### config.mk
export PLATFORM = sky130hd
export DESIGN_NAME = dic_top
export DESIGN_NICKNAME = d
export VERILOG_FILES = /design/src/dic_pkg.sv /design/src/dic_chan_if.sv /design/src/dic_filter.sv /design/src/dic_top.sv
export SDC_FILE = /design/constraint.sdc
export NUM_CORES = 1
export LEC_CHECK = 0
export BUFFER_PORTS_ARGS = -buffer_cell sky130_fd_sc_hd__buf_2
export CAP_MARGIN = 5
export CORE_UTILIZATION = 35
export CTS_CLUSTER_DIAMETER = 40
export DETAILED_ROUTE_END_ITERATION = 16
export PLACE_DENSITY_LB_ADDON = 0.1
export SYNTH_ARGS = -nofsm -noshare
export SYNTH_HDL_FRONTEND = slang
export SYNTH_SLANG_ARGS = --single-unit
### constraint.sdc
create_clock -name i_mclk -period 3.75 [get_ports i_mclk]
set_clock_uncertainty 0.2 [all_clocks]
set_input_delay 0.75 -clock i_mclk [delete_from_list [all_inputs] [get_ports i_mclk]]
set_output_delay 0.75 -clock i_mclk [all_outputs]
set_load 0.01 [all_outputs]
### src/dic_pkg.sv
// Constants, field layout and types of the digital input conditioning block
package dic_pkg;

  // ********************************************************
  // Channel count and timing
  // ********************************************************
  localparam int N_CH = 3;
  localparam int DLY_W = 21;
  localparam int CNT_W = DLY_W + 1;
  localparam int CLK_HZ = 20_000_000;
  localparam int TICK_MS = 1;
  // Clocks in one 1 ms delay tick, derived from the clock rate
  localparam int MS_CLKS = CLK_HZ / 1000 * TICK_MS;
  localparam int CYC_TIME_MS = 5;
  localparam logic [2:0] CYC_MS_LAST = 3'(CYC_TIME_MS / TICK_MS - 1);
  localparam logic [DLY_W-1:0] DLY_MAX_MS = 21'h1b7740;
  localparam int AC_TIME_MS = 30;
  localparam logic [CNT_W-1:0] AC_DLY_MS = CNT_W'(AC_TIME_MS / TICK_MS);

  // ********************************************************
  // Register offsets
  // ********************************************************
  localparam logic [7:0] ADDR_CFG = 8'h00;
  localparam logic [7:0] ADDR_STAT = 8'h04;
  localparam logic [7:0] ADDR_ACT0 = 8'h10;
  localparam logic [7:0] ADDR_DROP0 = 8'h20;

  // ********************************************************
  // Field positions
  // ********************************************************
  localparam int CFG_POL_LSB = 0;
  localparam int CFG_AC_LSB = 8;
  localparam int CFG_ROUTE_LSB = 16;
  localparam int STAT_SMP_LSB = 0;
  localparam int STAT_FLT_LSB = 8;
  localparam int STAT_REP_LSB = 16;
  localparam int STAT_OUT_LSB = 24;

  // ********************************************************
  // Reset values
  // ********************************************************
  localparam logic [N_CH-1:0] POL_RST = 3'h0;
  localparam logic [N_CH-1:0] AC_RST = 3'h0;
  localparam logic [N_CH-1:0] ROUTE_RST = 3'h0;
  localparam logic [DLY_W-1:0] DLY_RST = 21'h0;

  // Per-channel filter state
  typedef enum logic {
    DIC_STABLE = 1'b0,
    DIC_PEND = 1'b1
  } dic_flt_st_t;

endpackage

### src/dic_chan_if.sv
// Interface carrying conditioned samples and settings to the delay filter
`timescale 1ns/1ps
interface dic_chan_if;
  import dic_pkg::*;
  logic ms_tick;
  logic [N_CH-1:0] smp;
  logic [N_CH-1:0] ac;
  logic [DLY_W-1:0] act [N_CH];
  logic [DLY_W-1:0] drop [N_CH];
  logic [N_CH-1:0] st;

  modport ctl (output ms_tick, smp, ac, act, drop, input st);
  modport flt (input ms_tick, smp, ac, act, drop, output st);
endinterface

### src/dic_filter.sv
// Per-channel activation and drop-off delay filter
`timescale 1ns/1ps
module dic_filter import dic_pkg::*; (
  // Clock and reset
  input wire logic i_mclk,
  input wire logic i_nrst,
  // Samples, settings and filtered state
  dic_chan_if.flt chan
);

  dic_flt_st_t st_r [N_CH];
  logic [CNT_W-1:0] cnt_r [N_CH];
  logic [N_CH-1:0] lvl_r;
  logic [CNT_W-1:0] tgt [N_CH];
  logic [N_CH-1:0] hit;

  // Delay target picked by the direction of the pending change
  always_comb begin
    for (int i = 0; i < N_CH; i++) begin
      if (chan.smp[i]) begin
        tgt[i] = {1'b0, chan.act[i]}; // RL3
      end else begin
        tgt[i] = {1'b0, chan.drop[i]} + (chan.ac[i] ? AC_DLY_MS : '0); // RL4 RL5
      end
      hit[i] = (cnt_r[i] >= tgt[i]);
    end
  end

  // Timer and level; a revert clears the timer so only held changes pass
  always_ff @(posedge i_mclk or negedge i_nrst) begin
    if (!i_nrst) begin
      lvl_r <= '0;
      for (int i = 0; i < N_CH; i++) begin
        cnt_r[i] <= '0;
      end
    end else begin
      for (int i = 0; i < N_CH; i++) begin
        if (chan.smp[i] == lvl_r[i]) begin
          cnt_r[i] <= '0; // RL8
        end else if (hit[i]) begin
          lvl_r[i] <= chan.smp[i]; // RL3 RL4
          cnt_r[i] <= '0;
        end else if (chan.ms_tick) begin
          cnt_r[i] <= cnt_r[i] + 1'b1; // RL8
        end
      end
    end
  end

  // Pending flag, kept for visibility of a running timer
  always_ff @(posedge i_mclk or negedge i_nrst) begin
    if (!i_nrst) begin
      for (int i = 0; i < N_CH; i++) begin
        st_r[i] <= DIC_STABLE;
      end
    end else begin
      for (int i = 0; i < N_CH; i++) begin
        case (st_r[i])
          DIC_STABLE: st_r[i] <= (chan.smp[i] != lvl_r[i] && !hit[i]) ?
                                 DIC_PEND : DIC_STABLE;
          DIC_PEND: st_r[i] <= (chan.smp[i] == lvl_r[i] || hit[i]) ?
                               DIC_STABLE : DIC_PEND;
          default: st_r[i] <= DIC_STABLE;
        endcase
      end
    end
  end

  assign chan.st = lvl_r;

  for (genvar g = 0; g < N_CH; g++) begin : g_chk

  end
endmodule // dic_filter

### src/dic_top.sv
// Digital input conditioning: sampling, polarity, delays, output routing
//
// Overview of operation
// [RL1] Inputs are sampled once every 5 ms program cycle.
// [RL2] Per-channel polarity picks normally open or closed; open after reset.
// [RL3] A 0 to 1 change is held off by the activation delay, 1 ms steps.
// [RL4] A 1 to 0 change is held off by the drop-off delay, 1 ms steps.
// [RL5] AC mode adds a fixed 30 ms to the drop-off delay; off by default.
// [RL6] Internal users see the filtered state at the next cycle boundary.
// [RL7] A directly routed output follows one further 5 ms cycle later.
// [RL8] Delay timers count 1 ms ticks and restart if the sample reverts.
`timescale 1ns/1ps
module dic_top import dic_pkg::*; #(
  parameter int MS_CLK_CNT = MS_CLKS
) (
  // Clock and reset
  input wire logic i_mclk,
  input wire logic i_nrst,
  // Energized state of each digital input channel terminal
  input wire logic [N_CH-1:0] i_digital_input_channel,
  // Register port
  input wire logic [7:0] i_addr,
  input wire logic [31:0] i_wdata,
  input wire logic i_wr,
  input wire logic i_rd,
  output logic [31:0] o_rdata,
  // Conditioned state and routed outputs
  output logic [N_CH-1:0] o_di_state,
  output logic [N_CH-1:0] o_digital_output_channel
);

  // ********************************************************
  // Declarations
  // ********************************************************
  dic_chan_if chan ();
  logic [N_CH-1:0] pol_r;
  logic [N_CH-1:0] ac_r;
  logic [N_CH-1:0] route_r;
  logic [DLY_W-1:0] act_r [N_CH];
  logic [DLY_W-1:0] drop_r [N_CH];
  logic [31:0] ms_cnt_r;
  logic ms_tick_r;
  logic [2:0] cyc_cnt_r;
  logic cyc_tick_r;
  logic [N_CH-1:0] smp_r;
  logic [31:0] rdata_nxt;

  // Word in a bank of per-channel registers
  function automatic logic in_bank(input logic [7:0] a,
                                   input logic [7:0] base);
    logic [7:0] d;
    d = a - base;
    return (a >= base) && (d[1:0] == 2'h0) && (d[7:2] < 6'(N_CH));
  endfunction

  function automatic int bank_idx(input logic [7:0] a,
                                  input logic [7:0] base);
    logic [7:0] d;
    d = a - base;
    return int'(d[7:2]);
  endfunction

  // Oversized settings saturate at the longest allowed delay
  function automatic logic [DLY_W-1:0] clamp_dly(input logic [31:0] v);
    return (v > 32'(DLY_MAX_MS)) ? DLY_MAX_MS : v[DLY_W-1:0];
  endfunction

  // ********************************************************
  // Time base
  // ********************************************************
  // 1 ms tick from the 20 MHz clock
  always_ff @(posedge i_mclk or negedge i_nrst) begin
    if (!i_nrst) begin
      ms_cnt_r <= '0;
      ms_tick_r <= 1'b0;
    end else begin
      ms_tick_r <= (ms_cnt_r == 32'(MS_CLK_CNT - 1));
      ms_cnt_r <= (ms_cnt_r == 32'(MS_CLK_CNT - 1)) ? '0 : ms_cnt_r + 1;
    end
  end

  // Program cycle tick every fifth ms tick
  always_ff @(posedge i_mclk or negedge i_nrst) begin
    if (!i_nrst) begin
      cyc_cnt_r <= '0;
      cyc_tick_r <= 1'b0;
    end else begin
      cyc_tick_r <= ms_tick_r && (cyc_cnt_r == CYC_MS_LAST); // RL1
      if (ms_tick_r) begin
        cyc_cnt_r <= (cyc_cnt_r == CYC_MS_LAST) ? '0 : cyc_cnt_r + 3'h1;
      end
    end
  end

  // ********************************************************
  // Sampling and cycle-latched outputs
  // ********************************************************
  // Terminals are only looked at once per cycle; polarity folded in
  always_ff @(posedge i_mclk or negedge i_nrst) begin
    if (!i_nrst) begin
      smp_r <= '0;
    end else if (cyc_tick_r) begin
      smp_r <= i_digital_input_channel ^ pol_r; // RL1 RL2
    end
  end

  // Users get the filtered state at the next boundary, outputs one later
  always_ff @(posedge i_mclk or negedge i_nrst) begin
    if (!i_nrst) begin
      o_di_state <= '0;
      o_digital_output_channel <= '0;
    end else if (cyc_tick_r) begin
      o_di_state <= chan.st; // RL6
      o_digital_output_channel <= o_di_state & route_r; // RL7
    end
  end

  assign chan.ms_tick = ms_tick_r;
  assign chan.smp = smp_r;
  assign chan.ac = ac_r;
  assign chan.act = act_r;
  assign chan.drop = drop_r;

  dic_filter u_filter (
    .i_mclk(i_mclk),
    .i_nrst(i_nrst),
    .chan(chan.flt)
  );

  // ********************************************************
  // Register port
  // ********************************************************
  // Configuration word
  always_ff @(posedge i_mclk or negedge i_nrst) begin
    if (!i_nrst) begin
      pol_r <= POL_RST; // RL2
      ac_r <= AC_RST; // RL5
      route_r <= ROUTE_RST;
    end else if (i_wr && i_addr == ADDR_CFG) begin
      pol_r <= i_wdata[CFG_POL_LSB +: N_CH]; // RL2
      ac_r <= i_wdata[CFG_AC_LSB +: N_CH]; // RL5
      route_r <= i_wdata[CFG_ROUTE_LSB +: N_CH];
    end
  end

  // Delay settings in milliseconds
  always_ff @(posedge i_mclk or negedge i_nrst) begin
    if (!i_nrst) begin
      for (int i = 0; i < N_CH; i++) begin
        act_r[i] <= DLY_RST;
        drop_r[i] <= DLY_RST;
      end
    end else if (i_wr) begin
      if (in_bank(i_addr, ADDR_ACT0)) begin
        act_r[bank_idx(i_addr, ADDR_ACT0)] <= clamp_dly(i_wdata); // RL3
      end
      if (in_bank(i_addr, ADDR_DROP0)) begin
        drop_r[bank_idx(i_addr, ADDR_DROP0)] <= clamp_dly(i_wdata); // RL4
      end
    end
  end

  // Read mux; unmapped words read zero
  always_comb begin
    rdata_nxt = '0;
    if (i_addr == ADDR_CFG) begin
      rdata_nxt[CFG_POL_LSB +: N_CH] = pol_r;
      rdata_nxt[CFG_AC_LSB +: N_CH] = ac_r;
      rdata_nxt[CFG_ROUTE_LSB +: N_CH] = route_r;
    end else if (i_addr == ADDR_STAT) begin
      rdata_nxt[STAT_SMP_LSB +: N_CH] = smp_r;
      rdata_nxt[STAT_FLT_LSB +: N_CH] = chan.st;
      rdata_nxt[STAT_REP_LSB +: N_CH] = o_di_state;
      rdata_nxt[STAT_OUT_LSB +: N_CH] = o_digital_output_channel;
    end else if (in_bank(i_addr, ADDR_ACT0)) begin
      rdata_nxt[DLY_W-1:0] = act_r[bank_idx(i_addr, ADDR_ACT0)];
    end else if (in_bank(i_addr, ADDR_DROP0)) begin
      rdata_nxt[DLY_W-1:0] = drop_r[bank_idx(i_addr, ADDR_DROP0)];
    end
  end

  // Read data valid only in the cycle after the strobe
  always_ff @(posedge i_mclk or negedge i_nrst) begin
    if (!i_nrst) begin
      o_rdata <= '0;
    end else begin
      o_rdata <= i_rd ? rdata_nxt : '0;
    end
  end
endmodule // dic_top

**Word level (Yosys, flattened, before mapping)**

Cells that the tools add are included.

- Bits of input ports: 47
- Output and inout bits: 38
- Register bits: 277
- Logic and storage cells: 124

- Bitwise operators: 7
- Magnitude comparators: 12
- Add/sub/neg operators: 10
- Reductions and logical operators: 19
- Equality and inequality tests: 6
- Muxes and demuxes: 47

Operators with widths:

| operator | number |
|---|---|
| $mux W22 | 12 |
| $mux W21 | 9 |
| $bwmux W63 | 2 |
| $bmux W21 S2 | 2 |
| $demux W21 S2 | 2 |
| $add A21 B22 Y22 | 3 |
| $add A22 B1 Y22 const B | 3 |
| $ge A22 B22 Y1 | 3 |
| $ge A32 B3 Y1 const B | 2 |
| $lt A32 B1 Y1 const B | 2 |
| $not A6 Y32 | 2 |
| $mux W5 | 7 |
| $add A32 B1 Y32 const B | 1 |
| $eq A32 B15 Y1 const B | 1 |
| $gt A32 B21 Y1 const B | 1 |
| $mux W32 | 1 |
| $mux W27 | 1 |
| $mux W3 | 9 |
| $lt A6 B2 Y1 const B | 2 |
| $reduce_and A2 Y1 | 5 |
| $reduce_bool A3 Y1 | 3 |
| $eq A8 B3 Y1 const B | 1 |
| $ge A8 B5 Y1 const B | 1 |
| $ge A8 B6 Y1 const B | 1 |
| 12 further kinds | 25 |

**Longest topological paths before layout**

Gate-level depths: netlist (run 1).

- Word-level depth: 10
- Mapped depth: 17
- Gate-level depth less buffers: 16

**Hierarchy**

From an unflattened synthesis (run 1), not the netlist that was laid out.

- Cells, all modules: 1719
- Area, all modules: 16143.0 um^2

Modules (own cells, without submodules):

| module | sequential area each (um^2) | cells an instance | times used | area an instance (um^2) |
|---|---|---|---|---|
| dic_top | 5129.9 | 949 | 1 | 9379.0 |
| dic_filter | 1726.7 | 770 | 1 | 6764.0 |

**Worst setup path after synthesis (run 1)**

Ideal clock, no wire load.

- Path kind: flip-flop to flip-flop
- From: reg ac_r[1]
- To: reg u_filter.cnt_r[22] in the netlist's numbering
- Library setup time: 0.121 ns
- Arrival time: 3.520 ns
- Data required time: 3.429 ns
- Buffers on the path: 1
- Cell stages (with the launch flop): 18
- Clock period less this slack: 3.841 ns
- Slack: -0.091 ns
- Cells stage by stage: dfrtp_1 ha_1 inv_1 fa_1 nor2b_1 o21ai_1 a2111oi_4 nand3_1 xnor2_1 mux2i_1 ha_1 nand4_1 nor4_1 a21oi_1 nand4_1 a311o_1 buf_2 nor2_1

- Longest elaborated chain between the ends: 6
- Elaborated cells between the ends (all ways): 7
- Those cells by class: add/sub: 1; order compare: 1; mux: 4; reduce/logical: 1

Ends and longest elaborated chain:

| item | RTL line | source |
|---|---|---|
| start: declaration | dic_top.sv:37 | `logic [N_CH-1:0] ac_r;` |
| start signal: assignment | dic_top.sv:141 | `ac_r <= i_wdata[CFG_AC_LSB +: N_CH];` |
| $mux W5 * | dic_filter.sv:23 | `tgt[i] = {1'b0, chan.drop[i]} + (chan.ac[i] ? AC_DLY_MS : '0);` |
| $add A21 B22 Y22 * | dic_filter.sv:23 |  |
| $mux W22 * | dic_filter.sv:20 | `if (chan.smp[i]) begin` |
| $ge A22 B22 Y1 * | dic_filter.sv:25 | `hit[i] = (cnt_r[i] >= tgt[i]);` |
| $mux W22 | dic_filter.sv:40 | `end else if (hit[i]) begin` |
| $mux W22 | dic_filter.sv:38 | `if (chan.smp[i] == lvl_r[i]) begin` |
| end signal: indexed assignment | dic_filter.sv:44 | `cnt_r[i] <= cnt_r[i] + 1'b1;` |
| end: declaration | dic_filter.sv:12 | `logic [CNT_W-1:0] cnt_r [N_CH];` |

Mark *: on every way between the ends. The rest lies on a longest branch, timed or not.
A chain may end at the register's enable or synchronous reset.

**Final worst setup path (run 1)**

- From: reg ac_r[1]
- To: reg u_filter.cnt_r[39] in the netlist's numbering

The elaborated chain is that of the path after synthesis.

==> results of run 1 <==
==> cell usage after synthesis, drive strengths merged (2+ instances only) <==
| master | count |
|---|---|
| xnor2 | 91 |
| xor2 | 59 |
| mux2i | 81 |
| fa | 3 |
| o2bb2ai | 2 |
| nand3 | 48 |
| and4 | 14 |
| and3 | 24 |
| a222oi | 2 |
| nor2b | 15 |
| ha | 86 |
| o211ai | 4 |
| a21oi | 91 |
| a2bb2oi | 3 |
| nand2b | 8 |
| a211o | 3 |
| a211oi | 4 |
| buf | 38 |
| nor2 | 209 |
| nor4b | 3 |
| nor3b | 3 |
| o21a | 5 |
| nor3 | 23 |
| o21ai | 121 |
| clkbuf | 42 |
| a22oi | 19 |
| nand2 | 189 |
| a22o | 27 |
| a31oi | 4 |
| and2 | 7 |
| or2 | 8 |
| inv | 46 |
| o22a | 24 |
| mux2 | 19 |
| nand4b | 3 |
| a21boi | 3 |
| o2111ai | 4 |
| nor4 | 14 |
| dfrtp | 274 |
| or3 | 4 |
| a21o | 10 |
| nand4 | 46 |
==> kinds of logic (layout without fill, tap and decap cells) <==
group,count (synthesis),count (layout),share of synthesized area
AOI/OAI and AO/OA,330,330,0.130
xor gates and xnor gates,150,150,0.0829
adders and majority gates,89,89,0.0717
buffers and inverters,126,323,0.0336
DFF,274,274,0.432
muxes,100,100,0.0646
other,1,8,0.000237
and+or+nand+nor,620,620,0.185
==> power breakdown <==
group	switching [uW]	total (uW)	leakage (uW)	internal, uW
registers	103	3140	0.00374	3030
clock network	1710	5120	0.000919	3410
logic	334	560	0.00422	226
==> what timing repair did <==
action | in CTS | in global routing
hold endpoints to repair | 70 | 0
setup endpoints to repair | 47 | 69
hold buffers | 1 | 0
resized for setup | 27 | 103
gates cloned | 0 | 6
buffers inserted | 4 | 7
pin swaps | 14 | 61
==> final timing paths <==
check,slack [ps],cells after the start,end,from
min in group asynchronous,550,2,u_filter.cnt_r[4],i_nrst
max,-70,18,u_filter.cnt_r[39],ac_r[1]
max in group asynchronous,1810,3,o_rdata[12],i_nrst
max reg2reg,-70,18,u_filter.cnt_r[39],ac_r[1]
min,250,3,chan.smp[1],i_digital_input_channel[1]
min reg2reg,260,1,ms_cnt_r[0],ms_cnt_r[0]
==> layout make-up <==
class,count,area share
multi-input combinational,1297,0.449
sequential,274,0.343
clock buffer,59,0.0690
timing repair buffer,179,0.0667
tap,592,0.0371
clock inverter,39,0.0264
inverter,46,0.00864
==> layer usage <==
metal | GRT usage | vias up
met1 | 0.315 | 6479
met4 | 0.0812 | 0
li1 | - | 6258
met3 | 0.0361 | 94
met5 | 0 | -
met2 | 0.353 | 303
==> state kept, by name, indices dropped and copies added (netlist names) <==
register,cells
o_digital_output_channel,3
route_r,3
ac_r,3
chan.ms_tick,1
o_rdata,24
cyc_tick_r,1
ms_cnt_r,32
chan.smp,3
pol_r,3
cyc_cnt_r,3
u_filter.cnt_r,66
o_di_state,3
act_r,63
u_filter.chan.st,3
chan.drop,63
==> per-stage QoR <==
stage	cells	setup WS (ps)	setup TNS (ps)	instance area, sq um
5_1_grt	2486	-256	-9140	20000
3_3_place_gp	2371	-121	-3140	17400
4_1_cts	2474	-19.3	-71.2	19500
2_1_floorplan	1697	19.3	0	15900
6_report	2486	-65.5	-873	20000
3_5_place_dp	2371	-203	-5930	17400
==> critical path, cell delays in order, from the launching register on <==
cell       delay [ps]
dfrtp_1           390
ha_2              210
inv_2              40
fa_2              360
nor2b_4           150
o21ai_4            90
a2111oi_4         420
buf_4             180
xnor2_2            60
nor2_1            130
a21oi_2            50
ha_1              330
a21oi_1           140
o21ai_0           120
nand2b_1           90
nand4_1           100
a311o_1           370
buf_12            170
nor2_1            120
==> out/results.tsv, run 1 <==
metric	value	unit
antenna_found_initial	0	
viasPerCell	5.28	
crit_fanout	22	
whs	246	ps
irDropWorstVdd	305	uV
cts_max_level	2	
grt_max_degree	78	
hpwl	38800	microns
tightest_slew	802	ps
rsz0062_at_grt	true	
wl_met1	24400	microns
dieArea	46200	sq um
yosys.area.top_type	dfrtp_1	
clock.fmax	0.262	GHz
endpoint_kind	flop	
grt_pass1_wl	79700	microns
finalCritPeriodShare	1.02	
synth-main-ff-cell	dfrtp_1	
ys_warn_count	0	
core	44400	sq um
clkLatencyLatePin	600	ps
yosysTopAreaCellShare	0.432	
start_util	0.357	
finalPower	8810	uW
cts.sinks	274	
final_util	0.450	
synthTopCellsByArea	dfrtp_1 (43%), ha_1 (6.8%), mux2i_1 (5.1%)	
startpoint_type	flop	
syn_area_per_cell	9.38	sq um
grt_pass1_vias	12912	
layout_common_cells	dfrtp_1 (274), nand2_1 (183), nor2_1 (160), o21ai_0 (115), xnor2_1 (90)	
nFillCells	4296	
dr.pass1.iters	5	
die_h	215	microns
drive_above_1_share	0.215	
regArea	6860	sq um
ant_nets	0	
drcViolationCount	0	
drv_cap	0	
drt-total-wl	52600	microns
criticalPathCategory	reg2reg	
gr-total-overflow	0	
synth-edff-count	0	
relSlewSlack	0.465	
syn_inst	1690	
ioPinCount	85	
grtUsageTotal	0.226	
crit_required	4050	ps
min_path_type	in2reg	
fin_nets	1986	
cp.arrival	4120	ps
routabilityCongestion	0.868	
cts_buffer_depth	3	
status	complete, but fails checks	
vias	13134	
clkSlewWorstSetupHoldPaths	50	ps
synth_area	15900	sq um
synth_seq_area_share	0.432	
port_buffers	76	
wl_per_cell	21.1	microns
wl_met3	2490	microns
top_layer	met4	
wl_met2	24000	microns
synth_seq_cells	274	
rows	77	
drv_slew	0	
setup_viol	22	
area_growth_syn_to_layout	26.1	%
num_antenna_cells	0	
layout_commonest_cell	dfrtp_1	
cts_tree	yes	
violations	negative setup slack	
fp.dieW	215	microns
power.density	441	nW/um^2
leakage	0.00887	uW
drt_iter0_drc	773	
multi_input_area	8980	sq um
hold_violations	0	
min_period	3820	ps
cts_made_buffers	52	
cts-root-buf	clkbuf_16	
synthArstFlopShare	1.00	
ys_types	63	
finalWorstSetupSlack	-65.5	ps
Note: power is estimated with default switching activity, not from simulation.
==> run 2: changes to the inputs <==
Settings changed: RECOVER_POWER from default to 50, REMOVE_ABC_BUFFERS from default to 1.
==> out/results.tsv, run 2 (same netlist as run 1, synthesis figures left out) <==
metric	value	unit
cts_made_buffers	50	
grt_pass1_wl	81600	microns
place_area	17400	sq um
final_area	20000	sq um
grt_max_degree	81	
cts.sinks	274	
critPathMaxStageDelay	460	ps
layout_commonest_cell	dfrtp_1	
finalWorstSetupSlack	-127	ps
crit_fanout	6	
post-place-ws	-320	ps
min_path_type	reg2reg	
drv_cap	1	
clkSlewWorstSetupHoldPaths	50	ps
dr.pass1.iters	5	
cts_buffer_depth	3	
irDropWorstVdd	316	uV
hpwl	39700	microns
finalCritPeriodShare	1.03	
cp.arrival	4170	ps
largest_reg_flops	66	
cts-root-buf	clkbuf_16	
path_cells	buf_4 -> buf_4 -> ha_4 -> buf_4 -> a21o_1 -> a21oi_2 -> buf_6 -> buf_4 -> nor3_1 -> xor2_1 -> mux2i_1 -> ha_1 -> nand2_2 -> nor4_4 -> a21oi_1 -> nand4_1 -> a311o_2 -> buf_6 -> nor2_1	
relSlewSlack	-0.507	
tightest_slew	2260	ps
gr-total-overflow	0	
layout_common_cells	dfrtp_1 (274), nand2_1 (183), nor2_1 (142), o21ai_0 (112), buf_4 (96)	
regToRegSetupSlack	-130	ps
regMostFlops	u_filter.cnt_r	
ioPinCount	85	
endpoint_kind	flop	
r2r-start	ac_r[1]	
wl_per_cell	22.0	microns
port_buffers	76	
antenna_found_initial	1	
viasPerCell	5.36	
leakage	0.00884	uW
clock.fmax	0.258	GHz
die_h	215	microns
r2r-end	u_filter.cnt_r[42]	
routabilityCongestion	0.896	
cpMostUsedCell	buf_4	
grt_pass1_vias	13258	
crit_required	4050	ps
rows	77	
area_growth_syn_to_layout	26.2	%
criticalPathCategory	reg2reg	
start_util	0.357	
clkLatencyLatePin	590	ps
drive_above_1_share	0.227	
setup_viol	22	
cts_max_level	2	
drv_slew	81	
fin_nets	2000	
ant_nets	0	
hp-start	ms_cnt_r[0]	
hold_violations	0	
drt-total-wl	54900	microns
cp_slowest_cell	a311o_2	
rsz0062_at_grt	true	
power.density	415	nW/um^2
worstRegToRegCells	19	
core	44400	sq um
vias	13392	
min_period	3880	ps
status	complete, but fails checks	
violations	max-capacitance violations, max-slew violations, negative setup slack	
fp.dieW	215	microns
drt_iter0_drc	993	
grtUsageTotal	0.234	
hold_end	ms_cnt_r[0]	
min_path_cells	1	
drcViolationCount	0	
cts_tree	yes	
startpoint_type	flop	
dieArea	46200	sq um
[run 2: cell count changes in the layout (fill, tap and decap cells not counted), moves of 7 or more]
cell / before / now
nor2_1: 160 / 142
nor2_4: 33 / 47
clkbuf_1: 3 / 12
bufinv_16: 11 / 4
buf_4: 86 / 96
[run 2: area by class of cell]
class,count,area (sq um)
diodes,1,2.50
clock buffers,61,1350
clock inverters,33,359
fillers,4292,24400
inverters,46,173
multi-input cells,1297,9130
flip-flops and latches,274,6860
well taps,592,741
repair buffers,195,1410
[run 2: power by group]
part           total, uW  switching [uW]  internal (uW)
registers           3140             111           3030
logic                583             349            233
clock network       4590            1720           2870
total               8310            2180           6130
[run 2: per-stage QoR]
step	hold slack, ps	power, uW	utilization	instances	TNS [ps]
2_1_floorplan	225	3400	-	1617	-7980
3_3_place_gp	244	3730	0.392	2381	-5890
3_5_place_dp	245	3740	0.392	2381	-10370
4_1_cts	233	8370	0.433	2481	-471
5_1_grt	257	8590	0.451	2498	-15370
6_report	251	8310	0.451	2499	-2110
[run 2: how the worst max path moves through the flow]
stage / from / end / slack (ps)
2_1_floorplan: ac_r[1] / u_filter.cnt_r[22] / -310
3_5_place_dp: ac_r[1] / u_filter.cnt_r[43] / -320
4_1_cts: ac_r[1] / u_filter.cnt_r[43] / -30
3_3_place_gp: ac_r[1] / u_filter.cnt_r[35] / -230
5_1_grt: ac_r[1] / u_filter.cnt_r[22] / -340
6_report: ac_r[1] / u_filter.cnt_r[42] / -130
[run 2: routing by layer]
layer	GRT usage	vias up	part of all wire
met5	0	-	0
met4	0.0967	0	0.039
met3	0.0527	107	0.063
met2	0.361	401	0.45
met1	0.317	6594	0.45
li1	-	6290	-
[run 2: worst max-delay path, delay by kind of cell (launching register included)]
| kind | cells | cell delay, ps |
|---|---|---|
| AOI/OAI and AO/OA | 4 | 920 |
| buffers and inverters | 6 | 870 |
| adders and majority gates | 2 | 510 |
| and+or+nand+nor | 5 | 430 |
| DFF | 1 | 400 |
| muxes | 1 | 280 |
| xor gates and xnor gates | 1 | 170 |
[run 2: timing repair]
item | CTS | global route
pin swaps | 5 | 92
hold buffers | 1 | 0
resized for setup | 14 | 166
endpoints found under the setup margin | 47 | 69
cloned | 0 | 8
endpoints found under the hold margin | 29 | 0
setup buffers | 5 | 9
